### src/design/ddrc_pkg.sv
// ddrc_pkg: shared constants and carrier types of the converter data/refresh control.
// assumes one 100 MHz peripheral clock and an APB master with 32-bit data.
package ddrc_pkg;

  // ****************************************
  // register map (index, byte address = index * 4)
  // ****************************************
  localparam logic [5:0] IDX_MODE = 6'h01;
  localparam logic [5:0] IDX_CTRL_C = 6'h02;
  localparam logic [5:0] IDX_TIMING = 6'h04;
  localparam logic [5:0] IDX_FLAGS = 6'h05;
  localparam logic [5:0] IDX_CH0_LO = 6'h18;
  localparam logic [5:0] IDX_CH0_HI = 6'h19;
  localparam logic [5:0] IDX_CH1_LO = 6'h1A;
  localparam logic [5:0] IDX_CH1_HI = 6'h1B;
  localparam int ADDR_W = 8;
  localparam int IDX_LSB = 2;

  // ****************************************
  // field layout and codes
  // ****************************************
  localparam int MODE_LSB = 5;
  localparam int ADJ_BIT = 0;
  localparam int CONV_LSB = 4;
  localparam int FLAG_CH0 = 0;
  localparam int FLAG_CH1 = 1;
  localparam logic [1:0] MODE_SINGLE = 2'h0;
  localparam logic [1:0] MODE_DUAL = 2'h2;
  localparam logic [3:0] REFRESH_OFF = 4'hF;
  localparam logic [3:0] REFRESH_MAX_CODE = 4'hC;
  localparam int VALUE_W = 12;
  localparam logic [7:0] BYTE_RESET = 8'h00;
  localparam logic [11:0] VALUE_RESET = 12'h000;

  // ****************************************
  // timing
  // ****************************************
  localparam int CLK_PERIOD_NS = 10;
  localparam int REFRESH_BASE_CYCLES = 16;
  localparam int CNT_W = 17;

  // ****************************************
  // carriers
  // ****************************************
  typedef struct packed {
    logic psel;
    logic penable;
    logic pwrite;
    logic [ADDR_W-1:0] paddr;
    logic [31:0] pwdata;
  } ddrc_apb_req_t;

  typedef struct packed {
    logic [1:0] mode_sel;
    logic left_just;
    logic [2:0] conv_interval;
    logic [3:0] refresh_code;
    logic [7:0] temp_byte;
    logic [11:0] ch0_value;
    logic [11:0] ch1_value;
    logic [1:0] empty;
    logic [1:0] refresh;
    logic next_ch;
    logic [31:0] prdata;
    logic pslverr;
  } ddrc_state_t;

  typedef struct packed {
    logic [CNT_W-1:0] cnt;
    logic [3:0] code;
    logic tick;
  } ddrc_timer_t;

endpackage

### src/design/ddrc_refresh_timer.sv
// ddrc_refresh_timer: refresh interval counter, one tick per selected interval.
// assumes run_i is low whenever refresh must not happen.
`timescale 1ns/1ps
module ddrc_refresh_timer
  import ddrc_pkg::*;
#(
  parameter int REFRESH_BASE = REFRESH_BASE_CYCLES
) (
  input wire logic clock_i,
  input wire logic sys_rst_i,
  input wire logic run_i,
  input wire logic [3:0] code_i,
  output logic tick_o
);

  ddrc_timer_t t_r;
  ddrc_timer_t t_nxt;
  logic [CNT_W-1:0] count;
  logic [CNT_W-1:0] load;

  // ****************************************
  // counter
  // ****************************************
  always_comb begin
    count = CNT_W'(REFRESH_BASE << code_i);
    load = count - CNT_W'(1);
    t_nxt = t_r;
    t_nxt.tick = 1'b0;
    t_nxt.code = code_i;
    // a new code restarts the interval rather than finishing a stale one
    if (!run_i || code_i != t_r.code) begin
      t_nxt.cnt = load;
    end else if (t_r.cnt == '0) begin
      t_nxt.tick = 1'b1;
      t_nxt.cnt = load;
    end else begin
      t_nxt.cnt = t_r.cnt - CNT_W'(1);
    end
  end

  always_ff @(posedge clock_i) begin
    if (sys_rst_i) begin
      t_r <= '0;
    end else begin
      t_r <= t_nxt;
    end
  end

  assign tick_o = t_r.tick;

  // ****************************************
  // checks
  // ****************************************
  logic [CNT_W-1:0] gap_r;
  logic seen_r;

  always_ff @(posedge clock_i) begin
    if (sys_rst_i) begin
      gap_r <= '0;
      seen_r <= 1'b0;
    end else if (!run_i || code_i != t_r.code) begin
      seen_r <= 1'b0;
      gap_r <= '0;
    end else if (t_r.tick) begin
      seen_r <= 1'b1;
      gap_r <= CNT_W'(1);
    end else begin
      gap_r <= gap_r + CNT_W'(1);
    end
  end
endmodule

### src/design/ddrc_core.sv
// ddrc_core: data registers, empty flags and refresh control of a two-channel converter.
// assumes an APB master on clock_i and an analogue side that pulses conv_take_i.
//
// Register access over APB was decided locally.
`timescale 1ns/1ps
module ddrc_core
  import ddrc_pkg::*;
#(
  parameter int REFRESH_BASE = REFRESH_BASE_CYCLES
) (
  input wire logic clock_i,
  input wire logic sys_rst_i,
  input wire ddrc_apb_req_t apb_i,
  output logic [31:0] prdata_o,
  output logic pready_o,
  output logic pslverr_o,
  input wire logic [1:0] conv_take_i,
  output logic [11:0] ch0_value_o,
  output logic [11:0] ch1_value_o,
  output logic [1:0] dma_req_o,
  output logic [1:0] refresh_o,
  output logic dual_mode_o
);

  ddrc_state_t s_r;
  ddrc_state_t s_nxt;
  logic setup;
  logic wr;
  logic [5:0] idx;
  logic [5:0] idx_q;
  logic refresh_run;
  logic tick;
  logic [1:0] commit;

  // ****************************************
  // bus decode
  // ****************************************
  assign setup = apb_i.psel && !apb_i.penable;
  assign wr = apb_i.psel && apb_i.penable && apb_i.pwrite;
  assign idx = apb_i.paddr[ADDR_W-1:IDX_LSB];
  assign idx_q = idx;

  // reserved codes are treated as off so a bad write cannot start a runaway refresh
  assign refresh_run = (s_r.mode_sel == MODE_DUAL) && (s_r.refresh_code <= REFRESH_MAX_CODE);

  ddrc_refresh_timer #(
    .REFRESH_BASE(REFRESH_BASE)
  ) u_timer (
    .clock_i(clock_i),
    .sys_rst_i(sys_rst_i),
    .run_i(refresh_run),
    .code_i(s_r.refresh_code),
    .tick_o(tick)
  );

  // ****************************************
  // next state
  // ****************************************
  always_comb begin
    s_nxt = s_r;
    commit = 2'b00;

    // read data and error are captured in setup, answered in access
    if (setup) begin
      s_nxt.pslverr = 1'b0;
      s_nxt.prdata = '0;
      unique case (idx)
        IDX_MODE: begin
          s_nxt.prdata[MODE_LSB +: 2] = s_r.mode_sel;
        end
        IDX_CTRL_C: begin
          s_nxt.prdata[ADJ_BIT] = s_r.left_just;
        end
        IDX_TIMING: begin
          s_nxt.prdata[CONV_LSB +: 3] = s_r.conv_interval;
          s_nxt.prdata[3:0] = s_r.refresh_code;
        end
        IDX_FLAGS: begin
          s_nxt.prdata[FLAG_CH1] = s_r.empty[FLAG_CH1];
          s_nxt.prdata[FLAG_CH0] = s_r.empty[FLAG_CH0];
        end
        IDX_CH0_LO: begin
          s_nxt.prdata[7:0] = s_r.left_just ? {s_r.ch0_value[3:0], 4'h0}
                                            : s_r.ch0_value[7:0];
        end
        IDX_CH0_HI: begin
          s_nxt.prdata[7:0] = s_r.left_just ? s_r.ch0_value[11:4]
                                            : {4'h0, s_r.ch0_value[11:8]};
        end
        IDX_CH1_LO: begin
          s_nxt.prdata[7:0] = s_r.left_just ? {s_r.ch1_value[3:0], 4'h0}
                                            : s_r.ch1_value[7:0];
        end
        IDX_CH1_HI: begin
          s_nxt.prdata[7:0] = s_r.left_just ? s_r.ch1_value[11:4]
                                            : {4'h0, s_r.ch1_value[11:8]};
        end
        default: begin
          s_nxt.pslverr = 1'b1;
        end
      endcase
    end

    // writes take effect at the access edge; reserved bits are dropped
    if (wr) begin
      unique case (idx_q)
        IDX_MODE: begin
          s_nxt.mode_sel = apb_i.pwdata[MODE_LSB +: 2];
        end
        IDX_CTRL_C: begin
          s_nxt.left_just = apb_i.pwdata[ADJ_BIT];
        end
        IDX_TIMING: begin
          s_nxt.conv_interval = apb_i.pwdata[CONV_LSB +: 3];
          s_nxt.refresh_code = apb_i.pwdata[3:0];
        end
        IDX_FLAGS: begin
          s_nxt.empty = apb_i.pwdata[1:0];
        end
        IDX_CH0_LO, IDX_CH1_LO: begin
          s_nxt.temp_byte = apb_i.pwdata[7:0];
        end
        IDX_CH0_HI: begin
          commit[0] = 1'b1;
          // only the high byte moves the value, so a 12-bit update is atomic
          s_nxt.ch0_value = s_r.left_just ? {apb_i.pwdata[7:0], s_r.temp_byte[7:4]}
                                          : {apb_i.pwdata[3:0], s_r.temp_byte};
        end
        IDX_CH1_HI: begin
          commit[1] = 1'b1;
          s_nxt.ch1_value = s_r.left_just ? {apb_i.pwdata[7:0], s_r.temp_byte[7:4]}
                                          : {apb_i.pwdata[3:0], s_r.temp_byte};
        end
        default: begin
          s_nxt.pslverr = s_r.pslverr;
        end
      endcase
    end

    // a take marks the register empty; a commit in the same cycle
    // leaves it full, since the new value has not been taken yet
    for (int i = 0; i < 2; i++) begin
      if (conv_take_i[i]) begin
        s_nxt.empty[i] = 1'b1;
      end
      if (commit[i]) begin
        s_nxt.empty[i] = 1'b0;
      end
    end

    // refreshes alternate between the two channels
    s_nxt.refresh = 2'b00;
    if (tick && refresh_run) begin
      s_nxt.refresh = s_r.next_ch ? 2'b10 : 2'b01;
      s_nxt.next_ch = !s_r.next_ch;
    end
    if (!refresh_run) begin
      s_nxt.next_ch = 1'b0;
    end
  end

  always_ff @(posedge clock_i) begin
    if (sys_rst_i) begin
      s_r <= '0;
    end else begin
      s_r <= s_nxt;
    end
  end

  // ****************************************
  // outputs
  // ****************************************
  assign prdata_o = s_r.prdata;
  assign pready_o = 1'b1;
  assign pslverr_o = s_r.pslverr && apb_i.psel && apb_i.penable;
  assign ch0_value_o = s_r.ch0_value;
  assign ch1_value_o = s_r.ch1_value;
  assign dma_req_o = s_r.empty;
  assign refresh_o = s_r.refresh;
  assign dual_mode_o = (s_r.mode_sel == MODE_DUAL);
endmodule

### config.mk
export PLATFORM = sky130hd
export DESIGN_NAME = ddrc_core
export DESIGN_NICKNAME = d
export VERILOG_FILES = /design/src/design/ddrc_pkg.sv /design/src/design/ddrc_refresh_timer.sv /design/src/design/ddrc_core.sv
export SDC_FILE = /design/constraint.sdc
export NUM_CORES = 1
export LEC_CHECK = 0
export BUFFER_PORTS_ARGS = -buffer_cell sky130_fd_sc_hd__buf_2
export CAP_MARGIN = 20
export CORE_UTILIZATION = 43
export CTS_CLUSTER_DIAMETER = 80
export CTS_CLUSTER_SIZE = 40
export DETAILED_ROUTE_END_ITERATION = 12
export GPL_TIMING_DRIVEN = 0
export PLACE_DENSITY = 0.64
export SETUP_SLACK_MARGIN = 0.15
export SLEW_MARGIN = 15
export SYNTH_ARGS = -nofsm -noshare
export SYNTH_HDL_FRONTEND = slang
export SYNTH_HIERARCHICAL = 1
export SYNTH_SLANG_ARGS = --single-unit
### constraint.sdc
create_clock -name clock_i -period 3.2 [get_ports clock_i]
set_clock_uncertainty 0.05 [all_clocks]
set_input_delay 0.48 -clock clock_i [delete_from_list [all_inputs] [get_ports clock_i]]
set_output_delay 0.48 -clock clock_i [all_outputs]
set_load 0.02 [all_outputs]
==> results of run 1 <==
[final timing paths]
| check | slack (ns) | endpoint |
|---|---|---|
| worst min register to register | 0.40 | refresh_o[0]$_SDFF_PP0_ |
| worst min-delay path | 0.29 | u_timer/t_r[2]$_SDFF_PP0_ |
| worst max register to register | 0.69 | u_timer/t_r[21]$_SDFF_PP0_ |
| worst max-delay path | 0.69 | u_timer/t_r[21]$_SDFF_PP0_ |
[Yosys cell counts (2+ instances only)]
master	n
mux2_2	2
nor3_4	2
a221oi_1	2
and2_1	5
or4b_1	2
a21oi_1	20
xnor2_1	9
clkbuf_1	17
nor4_4	2
nor3b_1	4
o21ai_1	3
a211oi_2	13
buf_2	8
nor4_1	3
nand3b_1	2
nor3_1	12
inv_1	10
a211oi_1	27
o22ai_1	2
buf_6	5
a22oi_1	3
o211ai_1	3
o2bb2ai_1	4
nor2_1	64
nand2_1	26
o31ai_1	2
and3_1	8
mux2i_1	35
nand3_1	16
buf_4	64
o21ai_0	6
mux4_2	3
dfxtp_1	78
ha_1	3
xor2_1	11
nor2b_1	10
conb_1	2
a31oi_1	4
[layer usage]
layer / GRT usage, % / share of wire, % / up-vias
met1: 28.9 / 47 / 1807
met5: 0 / 0 / -
met4: 8.75 / 1.9 / 0
met2: 33.3 / 45 / 123
li1: - / - / 1914
met3: 3.12 / 5.2 / 19
[power breakdown]
| group | internal [uW] | total (uW) | leakage, uW | switching (uW) |
|---|---|---|---|---|
| clock | 387 | 773 | 0.0000972 | 386 |
| combinational | 77.6 | 205 | 0.00147 | 128 |
| sequential | 981 | 991 | 0.000631 | 10.2 |
[registers in the layout (all words and copies together) (netlist names)]
| signal | cells |
|---|---|
| u_timer/t_r | 21 |
| s_r | 20 |
| ch0_value_o | 12 |
| ch1_value_o | 12 |
| prdata_o | 8 |
| dma_req_o | 2 |
| refresh_o | 2 |
| u_timer/tick_o | 1 |
[cells by family after synthesis]
group | synth area share, %
AOI/OAI and AO/OA | 16.5
other | 0.165
and+or+nand+nor | 19.6
DFF | 34.3
adders and majority gates | 0.824
xor gates and xnor gates | 3.85
buffers and inverters | 15.1
muxes | 9.67
[per-stage QoR]
step           utilization [%]  instance area, sq um  instances  power (uW)  worst slack (ns)
5_1_grt                   51.5                  5290        746        2040             0.498
4_1_cts                   51.5                  5290        746        1980             0.754
3_3_place_gp              49.5                  5090        730        1210             0.872
2_1_floorplan                -                  4640        538        1160              1.20
3_5_place_dp              49.5                  5090        730        1220             0.794
6_report                  51.5                  5290        746        1970             0.694
[layout make-up]
cell class                 count  area (sq um)
timing repair buffer          56           280
buffer                        96           649
inverter                      10          37.5
sequential                    78          1560
clock buffer                  12           145
clock inverter                 4          55.1
fill                         984          4990
multi-input combinational    354          2390
tap                          136           170
==> impl_metrics.sql, run 1 <==
INSERT INTO impl_metrics (metric_group, metric, value, unit) VALUES
('layout', 'layout.cells.most_common', 'dfxtp_1', ''),
('route', 'wl_per_cell', '15.2', 'um'),
('route', 'wirelength', '11.3', 'mm'),
('placed_design', 'place.port_buffers', '56', ''),
('setup_path', 'setup.worst_path.end_class', 'flop', ''),
('clock_network', 'postCtsHoldBufs', '0', ''),
('timing', 'finalMaxSlewViolations', '0', ''),
('die', 'num_io_pins', '110', ''),
('route', 'via_count', '3863', ''),
('timing', 'layout_worst_path_cycle_share', '78.3', '%'),
('clock_network', 'ctsResizeCount', '0', ''),
('die', 'die_area', '11000', 'sq um'),
('global_routing', 'all_layer_global_routing_usage', '21.1', '%'),
('timing', 'tightestPinTransition', '0.757', 'ns'),
('setup_path', 'cp.depth', '9', ''),
('setup_path', 'worst_path_dominant_cell_family', 'buffers and inverters', ''),
('route', 'route.antenna.remaining_nets', '0', ''),
('clock_network', 'cts_tree', 'built', ''),
('timing', 'achievable_frequency', '399', 'MHz'),
('global_routing', 'grt_max_degree', '14', ''),
('placed_design', 'hpwlAfterDp', '8.54', 'mm'),
('clock_network', 'cts.path.max_buffers', '2', ''),
('die', 'initial_core_utilization', '44.3', '%'),
('setup_path', 'worst-path-buf-inv', '2', ''),
('power', 'power.ir.vdd_worst', '0.000214', 'V'),
('clock_network', 'insertion_delay', '0.36', 'ns'),
('global_routing', 'number_of_antenna_violations_at_the_first_check_in_global_routing', '0', ''),
('global_routing', 'grt_first_pass_wirelength', '18.3', 'mm'),
('die', 'rows', '37', ''),
('worst_hold_path', 'hold_class', 'input port to flop', ''),
('layout', 'commonest_cells_after_routing_fill_and_taps_aside', 'dfxtp_1, buf_2, nor2_1, buf_4, mux2i_1', ''),
('setup_path', 'arrival', '2.73', 'ns'),
('setup_path', 'critPathLaunch', 's_r[72]$_SDFFE_PP0P_', ''),
('timing', 'finalSetupViolations', '0', ''),
('logic_synthesis', 'synth_enable_flop_cells', '0', ''),
('setup_path', 'critical_path.max_stage_delay', '0.45', 'ns'),
('timing', 'finalHoldViolCount', '0', ''),
('logic_synthesis', 'synth-seq-area-share', '34.3', '%'),
('clock_network', 'postCtsSetupBuffers', '0', ''),
('worst_hold_path', 'holdPathStages', '2', ''),
('timing', 'grt_setup_unrepaired', 'no', ''),
('setup_path', 'reg2reg_depth', '9', ''),
('timing', 'maxSlewHeadroom', '49.5', '%'),
('logic_synthesis', 'synth_largest_type_area_fraction', '34.3', '%'),
('layout', 'area_growth_syn_to_layout', '16.2', '%'),
('power', 'cellPowerDensity', '372', 'nW/um^2'),
('clock_network', 'cts.sink_count', '78', ''),
('outcome', 'run_status', 'complete, no violations', ''),
('setup_path', 'worstPathMaxFanout', '10', ''),
('global_routing', 'grt_remaining_overflow', '0', ''),
('logic_synthesis', 'synthesis.area_per_instance', '8.84', 'sq um'),
('logic_synthesis', 'yosysUniqueCellTypes', '61', ''),
('die', 'dieWidth', '105', 'um'),
('clock_network', 'cts_inserted_buffers', '9', ''),
('layout', 'finish.net_count', '655', ''),
('logic_synthesis', 'synthTopCellsByArea', 'dfxtp_1, buf_4, mux2i_1', ''),
('setup_path', 'worstReg2RegStart', 's_r[72]$_SDFFE_PP0P_', ''),
('global_routing', 'grt_pass1_vias', '3617', ''),
('placed_design', 'gp_congestion', '0.856', ''),
('die', 'die_y', '105', 'um'),
('die', 'placeableCoreArea', '10300', 'sq um'),
('timing', 'setup-tns-final', '0', 'ns'),
('clock_network', 'clock_tree.root_cell', 'clkbuf_8', ''),
('clock_network', 'clock_pin_slew_reported_for_the_worst_setup_and_hold_paths_after_clock_tree_synthesis', '0.09', 'ns'),
('setup_path', 'worst-setup-path-type', 'flop to flop', ''),
('layout', 'antenna_cells_inserted', '0', ''),
('setup_path', 'crit_path_start_kind', 'flop', ''),
('worst_hold_path', 'hp-start', 'sys_rst_i', ''),
('logic_synthesis', 'yosys_register_bits', '78', ''),
('logic_synthesis', 'ys.warnings.count', '6', ''),
('route', 'vias_per_cell', '5.18', '');
(Power assumes the default switching activity.)
==> run 2, diff against run 1 <==
==> constraint.sdc (replaced) <==
create_clock -name clock_i -period 2.5 [get_ports clock_i]
set_clock_uncertainty 0.05 [all_clocks]
set_input_delay 0.375 -clock clock_i [delete_from_list [all_inputs] [get_ports clock_i]]
set_output_delay 0.375 -clock clock_i [all_outputs]
set_load 0.02 [all_outputs]
==> impl_metrics.sql, run 2 (synthesis gave the netlist of run 1 again) <==
INSERT INTO impl_metrics (metric_group, metric, value, unit) VALUES
('outcome', 'run_status', 'complete, no violations', ''),
('clock_network', 'cts.path.max_buffers', '2', ''),
('clock_network', 'clock_tree.root_cell', 'clkbuf_8', ''),
('power', 'power.ir.vdd_worst', '0.000273', 'V'),
('layout', 'post_route_cells_drive_above_1_share', '29.5', '%'),
('setup_path', 'arrival', '2.43', 'ns'),
('setup_path', 'setup.worst_path.end_class', 'flop', ''),
('clock_network', 'postCtsHoldBufs', '0', ''),
('die', 'die_y', '105', 'um'),
('timing', 'period_minus_slack', '2.21', 'ns'),
('placed_design', 'gp_congestion', '0.856', ''),
('setup_path', 'worst-setup-path-type', 'flop to flop', ''),
('timing', 'tightestPinTransition', '0.790', 'ns'),
('timing', 'finalSetupViolations', '0', ''),
('global_routing', 'all_layer_global_routing_usage', '21.1', '%'),
('timing', 'grt_setup_unrepaired', 'no', ''),
('placed_design', 'place.port_buffers', '56', ''),
('setup_path', 'crit_path_start_kind', 'flop', ''),
('layout', 'largest-register', 'u_timer/t_r', ''),
('die', 'placeableCoreArea', '10300', 'sq um'),
('setup_path', 'reg2reg_depth', '9', ''),
('layout', 'commonest_cells_after_routing_fill_and_taps_aside', 'dfxtp_1, buf_2, buf_4', ''),
('route', 'initialDrtViolationCount', '340', ''),
('timing', 'achievable_frequency', '452', 'MHz'),
('route', 'wl_per_cell', '15.3', 'um'),
('timing', 'setup-tns-final', '0', 'ns'),
('route', 'via_count', '3907', ''),
('timing', 'timing.hold.ws', '0.181', 'ns'),
('die', 'num_io_pins', '110', ''),
('power', 'cellPowerDensity', '476', 'nW/um^2'),
('clock_network', 'insertion_delay', '0.36', 'ns'),
('global_routing', 'grt_pass1_vias', '3610', ''),
('placed_design', 'dp_slack', '0.0939', 'ns'),
('timing', 'final.setup.worst_slack', '0.287', 'ns'),
('route', 'route.antenna.remaining_nets', '0', ''),
('route', 'vias_per_cell', '5.24', ''),
('layout', 'postLayoutCoreUtil', '51.6', '%'),
('timing', 'finalMaxSlewViolations', '0', ''),
('setup_path', 'worst_ep_required_time', '2.72', 'ns'),
('placed_design', 'hpwlAfterDp', '8.54', 'mm'),
('global_routing', 'number_of_antenna_violations_at_the_first_check_in_global_routing', '0', ''),
('route', 'wirelength', '11.4', 'mm'),
('die', 'die_area', '11000', 'sq um'),
('timing', 'layout_worst_path_cycle_share', '88.5', '%'),
('layout', 'layout.cells.most_common', 'dfxtp_1', ''),
('layout', 'area_growth_syn_to_layout', '16.5', '%'),
('setup_path', 'worstReg2RegStart', 's_r[71]$_SDFFE_PP0P_', ''),
('layout', 'finish.net_count', '655', ''),
('layout', 'largest_register_ffs', '21', ''),
('setup_path', 'reg2reg_setup_slack', '0.29', 'ns'),
('layout', 'largestRegisters', 'u_timer/t_r x21, s_r x20', ''),
('die', 'rows', '37', ''),
('die', 'initial_core_utilization', '44.3', '%'),
('layout', 'fillerInstances', '982', ''),
('setup_path', 'critPathLaunch', 's_r[71]$_SDFFE_PP0P_', ''),
('die', 'dieWidth', '105', 'um'),
('timing', 'maxSlewHeadroom', '47.3', '%'),
('clock_network', 'postCtsSetupBuffers', '0', ''),
('clock_network', 'h-tree-depth', '3', ''),
('layout', 'antenna_cells_inserted', '0', ''),
('route', 'detail_route.drc_violations', '0', ''),
('setup_path', 'worst_setup_ep', 'u_timer/t_r[19]$_SDFF_PP0_', ''),
('global_routing', 'grt_max_degree', '14', ''),
('global_routing', 'grt_first_pass_wirelength', '18.3', 'mm'),
('setup_path', 'worstPathMaxFanout', '10', ''),
('global_routing', 'grt_remaining_overflow', '0', ''),
('clock_network', 'clock_pin_slew_reported_for_the_worst_setup_and_hold_paths_after_clock_tree_synthesis', '0.09', 'ns'),
('setup_path', 'worstReg2RegEnd', 'u_timer/t_r[19]$_SDFF_PP0_', ''),
('clock_network', 'ctsResizeCount', '2', ''),
('flow_run', 'max_cap_violations', '0', ''),
('clock_network', 'cts.sink_count', '78', ''),
('timing', 'finalHoldViolCount', '0', ''),
('route', 'drtPass1Iterations', '5', ''),
('power', 'cellLeakagePower', '0.00221', 'uW'),
('worst_hold_path', 'hold_class', 'input port to flop', ''),
('clock_network', 'cts_tree', 'built', ''),
('clock_network', 'cts_inserted_buffers', '9', '');
run 2: cell counts in the layout (fill, tap and decap cells not counted):
Identical to the previous run, type by type.
run 2: through the flow:
| stage | cell area, sq um | power, uW | std cells |
|---|---|---|---|
| finish | 5310 | 2530 | 746 |
| global placement | 5090 | 1550 | 730 |
| detailed placement | 5090 | 1560 | 730 |
| floorplan | 4640 | 1480 | 538 |
| CTS | 5290 | 2530 | 746 |
| global route | 5310 | 2620 | 746 |
run 2: worst min path at each step:
stage,start,endpoint,slack (ns),cells after the start
final,sys_rst_i,u_timer/t_r[4]$_SDFF_PP0_,0.18,2
after global placement,s_r[33]$_SDFFE_PP0P_,refresh_o[0]$_SDFF_PP0_,0.38,1
after global routing,sys_rst_i,u_timer/t_r[2]$_SDFF_PP0_,0.17,2
after CTS,sys_rst_i,u_timer/t_r[2]$_SDFF_PP0_,0.18,2
after detailed placement,s_r[33]$_SDFFE_PP0P_,refresh_o[0]$_SDFF_PP0_,0.39,1
after floorplan,s_r[33]$_SDFFE_PP0P_,refresh_o[0]$_SDFF_PP0_,0.37,1
run 2: power by group:
part | internal [uW] | switching, uW
Combinational | 99.5 | 164
Clock | 495 | 498
Sequential | 1260 | 13.2
Total | 1850 | 676
run 2: critical path, stage by stage, from the launching register on:
cell      delay [ns]
dfxtp_1         0.53
clkbuf_2        0.27
nor2_1          0.08
nand2_1         0.10
ha_1            0.23
clkbuf_2        0.26
nand2_1         0.10
o22ai_1         0.21
nor2_1          0.07
a211oi_1        0.23
run 2: final cells by class:
cell class | instances | area [sq um] | area share [%]
Multi-Input combinational cell | 354 | 2400 | 45.3
Sequential cell | 78 | 1560 | 29.4
Buffer | 96 | 654 | 12.3
Timing Repair Buffer | 56 | 280 | 5.28
Tap cell | 136 | 170 | 3.21
Clock buffer | 12 | 145 | 2.74
Clock inverter | 4 | 55.1 | 1.04
Inverter | 10 | 37.5 | 0.708
run 2: routing by layer:
metal / vias up / global-route usage (%) / share of wire [%]
met5: - / 0 / 0
met4: 0 / 8.45 / 1.8
met3: 16 / 3.12 / 5.4
met2: 137 / 33.5 / 46
met1: 1839 / 28.8 / 47
li1: 1915 / - / -
